### config.mk
export PLATFORM = sky130hd
export DESIGN_NAME = ltd_error_detect
export DESIGN_NICKNAME = d
export VERILOG_FILES = /design/src/rtl/ltd_pkg.sv /design/src/rtl/ltd_error_detect.sv
export VERILOG_INCLUDE_DIRS = /design/src /design/src/rtl
export SDC_FILE = /design/constraint.sdc
export NUM_CORES = 1
export LEC_CHECK = 0
export BUFFER_PORTS_ARGS = -buffer_cell sky130_fd_sc_hd__buf_4
export CAP_MARGIN = 20
export CORE_MARGIN = 4
export CORE_UTILIZATION = 45
export DETAILED_ROUTE_END_ITERATION = 8
export PLACE_DENSITY = 0.82
export SLEW_MARGIN = 0
export SYNTH_ARGS = -nofsm -noshare
export SYNTH_HDL_FRONTEND = slang
export SYNTH_SLANG_ARGS = --single-unit
### constraint.sdc
create_clock -name core_clk -period 2.02 [get_ports core_clk]
set_input_delay 0.101 -clock core_clk [delete_from_list [all_inputs] [get_ports core_clk]]
set_output_delay 0.101 -clock core_clk [all_outputs]
set_load 0.005 [all_outputs]
### src/rtl/ltd_regs.svh
// register offsets, field positions and reset values for the logical/transport error detect block
`ifndef LTD_REGS_SVH
`define LTD_REGS_SVH
`define LTD_OFF_ERR_DETECT   8'h00
`define LTD_OFF_INT_STATUS   8'h04
`define LTD_OFF_INT_ENABLE   8'h08
`define LTD_OFF_INT_CLEAR    8'h0C
`define LTD_OFF_SRC_CLASS    8'h10
`define LTD_BIT_IO_RSP       31
`define LTD_BIT_MSG_RSP      30
`define LTD_BIT_MSG_FMT      28
`define LTD_BIT_ILL_DEC      27
`define LTD_BIT_MSG_TMO      25
`define LTD_BIT_RSP_TMO      24
`define LTD_BIT_UNSOL        23
`define LTD_BIT_UNSUP        22
`define LTD_BIT_RXQ_SEC      7
`define LTD_BIT_IO_DMA       6
`define LTD_FLAG_MASK        32'hDBC000C0
`define LTD_RST_ERR_DETECT   32'h00000000
`define LTD_RST_INT_ENABLE   3'h0
`define LTD_RST_SRC_CLASS    32'h00000000
`define LTD_INT_ERR          0
`define LTD_INT_CRIT         1
`define LTD_INT_SERV         2
`endif

### src/rtl/ltd_pkg.sv
// types for the logical/transport error detect block
package ltd_pkg;
    typedef logic [31:0] ltd_word_t;
    typedef logic [7:0]  ltd_addr_t;
    typedef logic [2:0]  ltd_irq_t;
endpackage

### src/rtl/ltd_error_detect.sv
// logical/transport layer error detect register with three cpu interrupts
//
// Notes on behaviour
// [RULE_01] io error response flag, bit 31, sets when a direct-io request unit gets an error response.
// [RULE_02] message error response flag, bit 30, sets when the message transmit unit gets an error response.
// [RULE_03] message format error flag, bit 28, sets on a bad message payload size or segment.
// [RULE_04] illegal decode flag, bit 27, sets on illegal fields in a response seen by request or transmit units.
// [RULE_05] illegal decode flag, bit 27, also sets on illegal fields in a request seen by memory access or receive unit.
// [RULE_06] message request timeout flag, bit 25, sets when the receive unit times out waiting a message request.
// [RULE_07] response timeout flag, bit 24, sets when a request or transmit unit times out waiting a response.
// [RULE_08] unsolicited response flag, bit 23, sets on a response matching no outstanding request.
// [RULE_09] unsupported transaction flag, bit 22, sets when the memory access unit sees an unadvertised type.
// [RULE_10] receive queue security flag, bit 7, sets when a receive queue access is blocked.
// [RULE_11] inbound io access flag, bit 6, sets when a dma access for the memory access unit is blocked.
// [RULE_12] bits 29, 26, 21 to 8 and 5 to 0 read as zero and ignore writes.
// [RULE_13] a set flag holds until software writes zero to it.
// [RULE_14] an error status interrupt signals run-time errors.
// [RULE_15] a critical error interrupt signals critical error states.
// [RULE_16] a servicing interrupt, separate from the error ones, asks the cpu to attend.
// [RULE_17] writing one to a flag leaves it unchanged.
`timescale 1ns/10ps
`default_nettype none
`include "ltd_regs.svh"
module ltd_error_detect (
    // clock and reset
    input  wire logic            core_clk,
    input  wire logic            rst_n,
    // register port
    input  wire ltd_pkg::ltd_addr_t reg_addr,
    input  wire ltd_pkg::ltd_word_t reg_wdata,
    input  wire logic            reg_wr,
    input  wire logic            reg_rd,
    output var  ltd_pkg::ltd_word_t reg_rdata,
    // error events, one-cycle pulses
    input  wire logic            dio_err_rsp,
    input  wire logic            txu_err_rsp,
    input  wire logic            rxu_fmt_err,
    input  wire logic            dio_ill_rsp,
    input  wire logic            txu_ill_rsp,
    input  wire logic            mau_ill_req,
    input  wire logic            rxu_ill_req,
    input  wire logic            rxu_req_tmo,
    input  wire logic            dio_rsp_tmo,
    input  wire logic            txu_rsp_tmo,
    input  wire logic            dio_unsol_rsp,
    input  wire logic            txu_unsol_rsp,
    input  wire logic            mau_unsup,
    input  wire logic            rxu_queue_block,
    input  wire logic            mau_dma_block,
    input  wire logic            critical_event,
    input  wire logic            service_event,
    // interrupts
    output var  logic            irq_error,
    output var  logic            irq_critical,
    output var  logic            irq_service
);
    import ltd_pkg::*;

    ltd_word_t err_q;
    ltd_word_t set_w;
    ltd_word_t class_q;
    ltd_irq_t  ist_q;
    ltd_irq_t  ien_q;
    ltd_irq_t  iset_w;
    logic      wr_err;
    logic      wr_ien;
    logic      wr_icl;
    logic      wr_cls;

    ////////////////////////////////////////////////////////////////////////////
    // event collection
    always_comb begin
        set_w = 32'h00000000;
        set_w[`LTD_BIT_IO_RSP]  = dio_err_rsp; // RULE_01
        set_w[`LTD_BIT_MSG_RSP] = txu_err_rsp; // RULE_02
        set_w[`LTD_BIT_MSG_FMT] = rxu_fmt_err; // RULE_03
        set_w[`LTD_BIT_ILL_DEC] = dio_ill_rsp | txu_ill_rsp | mau_ill_req | rxu_ill_req; // RULE_04 RULE_05
        set_w[`LTD_BIT_MSG_TMO] = rxu_req_tmo; // RULE_06
        set_w[`LTD_BIT_RSP_TMO] = dio_rsp_tmo | txu_rsp_tmo; // RULE_07
        set_w[`LTD_BIT_UNSOL]   = dio_unsol_rsp | txu_unsol_rsp; // RULE_08
        set_w[`LTD_BIT_UNSUP]   = mau_unsup; // RULE_09
        set_w[`LTD_BIT_RXQ_SEC] = rxu_queue_block; // RULE_10
        set_w[`LTD_BIT_IO_DMA]  = mau_dma_block; // RULE_11
    end

    assign wr_err = reg_wr && (reg_addr == `LTD_OFF_ERR_DETECT);
    assign wr_ien = reg_wr && (reg_addr == `LTD_OFF_INT_ENABLE);
    assign wr_icl = reg_wr && (reg_addr == `LTD_OFF_INT_CLEAR);
    assign wr_cls = reg_wr && (reg_addr == `LTD_OFF_SRC_CLASS);

    ////////////////////////////////////////////////////////////////////////////
    // error detect flags: write zero clears, write one keeps, a new event wins
    always_ff @(posedge core_clk) begin
        if (!rst_n) begin
            err_q <= `LTD_RST_ERR_DETECT;
        end else if (wr_err) begin
            err_q <= ((err_q & reg_wdata) | set_w) & `LTD_FLAG_MASK; // RULE_13 RULE_17 RULE_12
        end else begin
            err_q <= (err_q | set_w) & `LTD_FLAG_MASK; // RULE_13 RULE_12
        end
    end

    // flags marked in the class register count as critical, the rest as error status
    always_ff @(posedge core_clk) begin
        if (!rst_n) begin
            class_q <= `LTD_RST_SRC_CLASS;
        end else if (wr_cls) begin
            class_q <= reg_wdata & `LTD_FLAG_MASK;
        end
    end

    ////////////////////////////////////////////////////////////////////////////
    // interrupt status, enable and clear
    always_comb begin
        iset_w = 3'h0;
        iset_w[`LTD_INT_ERR]  = |(set_w & ~class_q); // RULE_14
        iset_w[`LTD_INT_CRIT] = |(set_w & class_q) | critical_event; // RULE_15
        iset_w[`LTD_INT_SERV] = service_event; // RULE_16
    end

    always_ff @(posedge core_clk) begin
        if (!rst_n) begin
            ist_q <= 3'h0;
        end else if (wr_icl) begin
            ist_q <= (ist_q & ~reg_wdata[2:0]) | iset_w;
        end else begin
            ist_q <= ist_q | iset_w;
        end
    end

    always_ff @(posedge core_clk) begin
        if (!rst_n) begin
            ien_q <= `LTD_RST_INT_ENABLE;
        end else if (wr_ien) begin
            ien_q <= reg_wdata[2:0];
        end
    end

    // outputs registered, so a level lags status by one cycle
    always_ff @(posedge core_clk) begin
        if (!rst_n) begin
            irq_error    <= 1'b0;
            irq_critical <= 1'b0;
            irq_service  <= 1'b0;
        end else begin
            irq_error    <= ist_q[`LTD_INT_ERR] & ien_q[`LTD_INT_ERR]; // RULE_14
            irq_critical <= ist_q[`LTD_INT_CRIT] & ien_q[`LTD_INT_CRIT]; // RULE_15
            irq_service  <= ist_q[`LTD_INT_SERV] & ien_q[`LTD_INT_SERV]; // RULE_16
        end
    end

    ////////////////////////////////////////////////////////////////////////////
    // read port; unmapped addresses and the clear register read zero
    always_ff @(posedge core_clk) begin
        if (!rst_n) begin
            reg_rdata <= 32'h00000000;
        end else if (reg_rd) begin
            case (reg_addr)
                `LTD_OFF_ERR_DETECT: reg_rdata <= err_q; // RULE_12
                `LTD_OFF_INT_STATUS: reg_rdata <= {29'h00000000, ist_q};
                `LTD_OFF_INT_ENABLE: reg_rdata <= {29'h00000000, ien_q};
                `LTD_OFF_SRC_CLASS:  reg_rdata <= class_q;
                default:             reg_rdata <= 32'h00000000;
            endcase
        end else begin
            reg_rdata <= 32'h00000000;
        end
    end
endmodule
`default_nettype wire

# Word-level counts from Yosys, hierarchy flattened
# Cells that the tools add are included.
op_classes:
  add_sub_neg: 0
  multipliers: 0
  n_div: 0
  order_cmp: 0
  eq_ne: 4
  n_shift: 0
  n_mux: 3
  bitwise_logic: 19
  n_reduce_logical: 8
ops:
  columns: ["cell", "count"]
  rows:
  - ["32-bit one-hot mux with 4 select lines", 1]
  - ["32-bit AND", 3]
  - ["32-bit bitwise OR", 2]
  - ["32-bit OR reduction", 2]
  - ["32-bit two-way mux", 1]
  - ["32-bit NOT", 1]
  - ["8-bit by 4-bit == test with 1-bit output, second input constant", 2]
  - ["8-bit by 3-bit == test with 1-bit output, second input constant", 1]
  - ["8-bit by 5-bit == test with 1-bit output, second input constant", 1]
  - ["8-bit zero test", 1]
  - ["1-bit bitwise OR", 6]
  - ["3-bit bitwise OR", 2]
  - ["1-bit logical AND", 4]
  - ["1-bit AND", 3]
  - ["3-bit AND", 1]
  - ["3-bit two-way mux", 1]
  - ["3-bit NOT", 1]
  - ["2-bit AND reduction", 1]
totals:
  ff_bits: 83
  latch_bits: 0
  mem_bits_rw: 0
  romBits: 0
  in_bits: 61
  output_inout_bits: 35
  elab_cells: 42
  n_memories: 0

# Depth between registers and ports, before layout
depth:
  ltp_word: 8
  mapped_depth: 5
  mapped_depth_nobuf: 3

# Worst setup path before layout
# OpenSTA, ideal clock, no wires.
synth_timing:
  path_type: "input -> register"
  start: "in reg_addr[4]"
  end: "reg ist_q[0]"
  setup_time_ns: 0.125
  arrival_time_ns: 1.324
  t_required_ns: 1.895
  setup_slack_ns: 0.571
  path_stages: 4
  n_path_buf: 1
  path_cell_list: "or4b_1 clkbuf_1 o31a_1 o41a_1"
synth_via:
  elab_chain_len: 3
synth_lines:
  columns: ["element", "line_no", "rtl"]
  rows:
  - ["start: declaration", "ltd_error_detect.sv:29", "input wire ltd_pkg::ltd_addr_t reg_addr,"]
  - ["8-bit by 4-bit == test with 1-bit output (no line)", null, null]
  - ["1-bit logical AND", "ltd_error_detect.sv:88", "assign wr_icl = reg_wr && (reg_addr == `LTD_OFF_INT_CLEAR);"]
  - ["3-bit two-way mux", "ltd_error_detect.sv:124", "end else if (wr_icl) begin"]
  - ["end signal: assignment", "ltd_error_detect.sv:125", "ist_q <= (ist_q & ~reg_wdata[2:0]) | iset_w;"]
  - ["end signal: assignment", "ltd_error_detect.sv:127", "ist_q <= ist_q | iset_w;"]
  - ["end: declaration", "ltd_error_detect.sv:62", "ltd_irq_t ist_q;"]
# No other way between the ends.
# A chain may end at the register's enable or synchronous reset.

# Worst setup path in the final report
layout_timing:
  start: "in reg_addr[4]"
  end: "reg err_q[23]"
layout_via:
  elab_chain_len: 3
layout_lines:
  columns: ["element", "line_no", "rtl"]
  rows:
  - ["8-bit zero test", null, null]
  - ["1-bit logical AND", "ltd_error_detect.sv:86", "assign wr_err = reg_wr && (reg_addr == `LTD_OFF_ERR_DETECT);"]
  - ["32-bit two-way mux", "ltd_error_detect.sv:96", "end else if (wr_err) begin"]
  - ["end signal: assignment", "ltd_error_detect.sv:95", "err_q <= `LTD_RST_ERR_DETECT;"]
  - ["end signal: assignment", "ltd_error_detect.sv:97", "err_q <= ((err_q & reg_wdata) | set_w) & `LTD_FLAG_MASK;"]
  - ["end signal: assignment", "ltd_error_detect.sv:99", "err_q <= (err_q | set_w) & `LTD_FLAG_MASK;"]
  - ["end: declaration", "ltd_error_detect.sv:59", "ltd_word_t err_q;"]
# No other way between the ends.

==> qor.yml <==
outcome:
  status: "completed"
logic_synthesis:
  yosysTopAreaCell: "dfxtp_1"
  synth-seq-area-share_pct: 43.7
  syn-instance-count: 216
  synthArstFlopShare_pct: 0
  synth_area_sq_mm: 0.00192
  synth.top_cell.area_share_pct: 43.7
  synth_flop_cell: "dfxtp_1"
  synth.distinct_cells: 32
  yosys_warnings: 0
  synth_edf_count: 0
  synthTopCellsByArea: "dfxtp_1 44%, mux2i_1 10%, buf_4 7.4%"
  synth-seq-cells: 42
  syn-mean-instance-area_sq_um: 8.90
pwr:
  clkPwrFrac_pct: 34.0
  power_frac_seq_pct: 54.3
  p_comb_share_pct: 11.6
  p_sw_share_pct: 24.0
  internal_power_mw: 1.20
  p_leak_nw: 1.04
  peakVddDrop_uv: 408
  p_total_mw: 1.58
  power-per-cell-area_mw_per_mm2: 655
  net-switching-power_uw: 378
route:
  vias: 1695
  drtIter0Drc: 110
  drtPass1Iterations: 4
  drc_errors: 0
  wl_microns: 4740
  wl_per_cell_microns: 14.8
  viasPerCell: 5.30
  antenna_left: 0
floorplanning:
  die_w_microns: 73.4
  die_y_microns: 73.4
  io_pins: 96
  die-area_sq_mm: 0.00538
  start_util_pct: 47.4
  rows: 23
  core_sq_mm: 0.00406
cts:
  clockBufferDepth: 2
  cts_tree: "yes"
  cts_setup_buffers: 0
  ctsResizeCount: 0
  insertion_delay_ns: 0.30
  holdBufCountCts: 0
  cts_buffers: 5
  htree_levels: 2
  clkSinkCount: 42
  clk_pin_slew_ns: 0.07
  cts_root_buffer: "clkbuf_8"
worst_setup_path:
  cp.arrival_ns: 1.51
  reg2reg_from: "class_q[31]$_SDFFE_PN0P_"
  reg2reg_depth: 3
  critPathKind: "primary input to flip-flop"
  cp-start-kind: "primary input"
  crit_path_end_kind: "flip-flop"
  reg2reg_to: "ist_q[0]$_SDFF_PN0_"
  reg2reg_slack_ns: 0.83
  crit_required_ns: 2.18
  cp_max_fo: 14
global_routing:
  globalRouteOverflowTotal: 0
  track_usage_pct: 17.9
  grt_pass1_vias: 1571
  grt_pass1_wl_microns: 7330
  antenna_found_initial: 0
  grt_max_degree: 29
placed_design:
  io_buffers: 57
  dp_hpwl_microns: 3460
  gp_congestion: 0.949
  dpl_cell_area_sq_mm: 0.00232
layout:
  postLayoutCellArea_sq_mm: 0.00241
  final_common_cell: "buf_4"
  multiInputGateArea_sq_um: 918
  fill_cells: 370
  fin_nets: 332
  area_growth_pct: 25.2
  seqCellArea_sq_um: 841
  final_cell_mix: "62 x buf_4, 42 x dfxtp_1, 21 x nand2_1, 20 x mux2i_1, 19 x conb_1"
  drive_gt1_share_pct: 25.6
  n_antenna_cell: 0
sta:
  slew_viol_final: 0
  maxSlewHeadroom_pct: 56.1
  min_period_ns: 1.34
  period_share_pct: 66.6
  fin_skew_ns: 0.00352
  worstMarginPinSlew_ns: 0.652
  fin_hold_ws_ns: 0.0460
  fin_setup_tns_ns: 0
  rsz0062_at_grt: "no"
  finalHoldViolCount: 0
  setup_viol: 0
  fmax_mhz: 744
min_path:
  whs_path_depth: 3
  hp-start: "service_event"
  min_to: "ist_q[2]$_SDFF_PN0_"
  hold_path_class: "primary input to flip-flop"
job:
  cap_violations: 0
-- worst max path at each step --
| stage | from | slack, ns | end | depth (start not counted) |
|---|---|---|---|---|
| 2_1_floorplan | reg_addr[4] | 0.57 | ist_q[0]$_SDFF_PN0_ | 4 |
| 3_3_place_gp | reg_addr[4] | 0.42 | ist_q[0]$_SDFF_PN0_ | 4 |
| 3_5_place_dp | reg_addr[4] | 0.39 | err_q[6]$_SDFF_PN0_ | 5 |
| 4_1_cts | reg_addr[4] | 0.70 | err_q[6]$_SDFF_PN0_ | 5 |
| 5_1_grt | reg_addr[4] | 0.63 | err_q[27]$_SDFF_PN0_ | 5 |
| 6_report | reg_addr[4] | 0.68 | err_q[23]$_SDFF_PN0_ | 5 |
-- area by class of cell --
| cell class | count | area share (%) |
|---|---|---|
| multi-input combinational | 150 | 38.1 |
| inverter | 10 | 1.56 |
| clock buffer | 6 | 3.43 |
| sequential | 42 | 34.9 |
| tap | 50 | 2.60 |
| timing repair buffer | 62 | 19.3 |
-- sequential cells by signal, summed over array words and instances, names as in the netlist --
name / count
class_q: 10
err_q: 10
ien_q: 3
irq_critical: 1
irq_error: 1
irq_service: 1
ist_q: 3
reg_rdata: 13
-- routing by layer --
layer  wire length [microns]  global-route usage, %
met5                       0                      0
met4                      70                   7.04
met3                     512                   5.61
met2                    2150                   28.3
met1                    2000                   22.6
-- metrics by stage --
step	instances	utilization, %	setup WS, ns
CTS	320	59.3	0.700
global placement	314	57.3	0.417
global route	320	59.3	0.629
floorplan	234	-	0.571
detailed placement	314	57.3	0.391
finish	320	59.3	0.676
-- power by group through the flow --
stage	sequential, mW	clock (mW)	combinational (mW)
global placement	0.874	0	0.178
floorplan	0.872	0	0.117
detailed placement	0.876	0	0.180
global route	0.858	0.575	0.201
CTS	0.856	0.545	0.181
finish	0.857	0.537	0.183
-- synthesized netlist by cell type, types with 2 or more instances --
library cell   n
a21oi_1       15
a22oi_1        6
and3_1         3
buf_2          2
buf_4         19
clkbuf_1      11
dfxtp_1       42
inv_1         10
mux2i_1       20
nand2_1       21
nand2b_1       7
nand3_1        4
nand4_1        5
nor2_1        12
nor2b_1        2
nor3_1         4
nor4_1         2
o2111ai_1      2
o21ai_0        2
o31a_1         3
o31ai_1        4
o41ai_1       10
-- logic make-up (layout without fill, tap and decap cells) --
group           count (synthesis)  after routing  share of synthesized area [%]
buf+inv                        42             78                           12.0
mux                            20             20                           10.4
compound gates                 45             45                           16.5
flops                          42             42                           43.7
other cells                     1             19                          0.195
simple gates                   66             66                           17.2
-- critical path: stages --
cell	delay [ns]
buf_4	0.19
or4b_1	0.60
buf_4	0.23
o41ai_1	0.26
a21oi_1	0.12
Note: power is estimated with default switching activity, not from simulation.
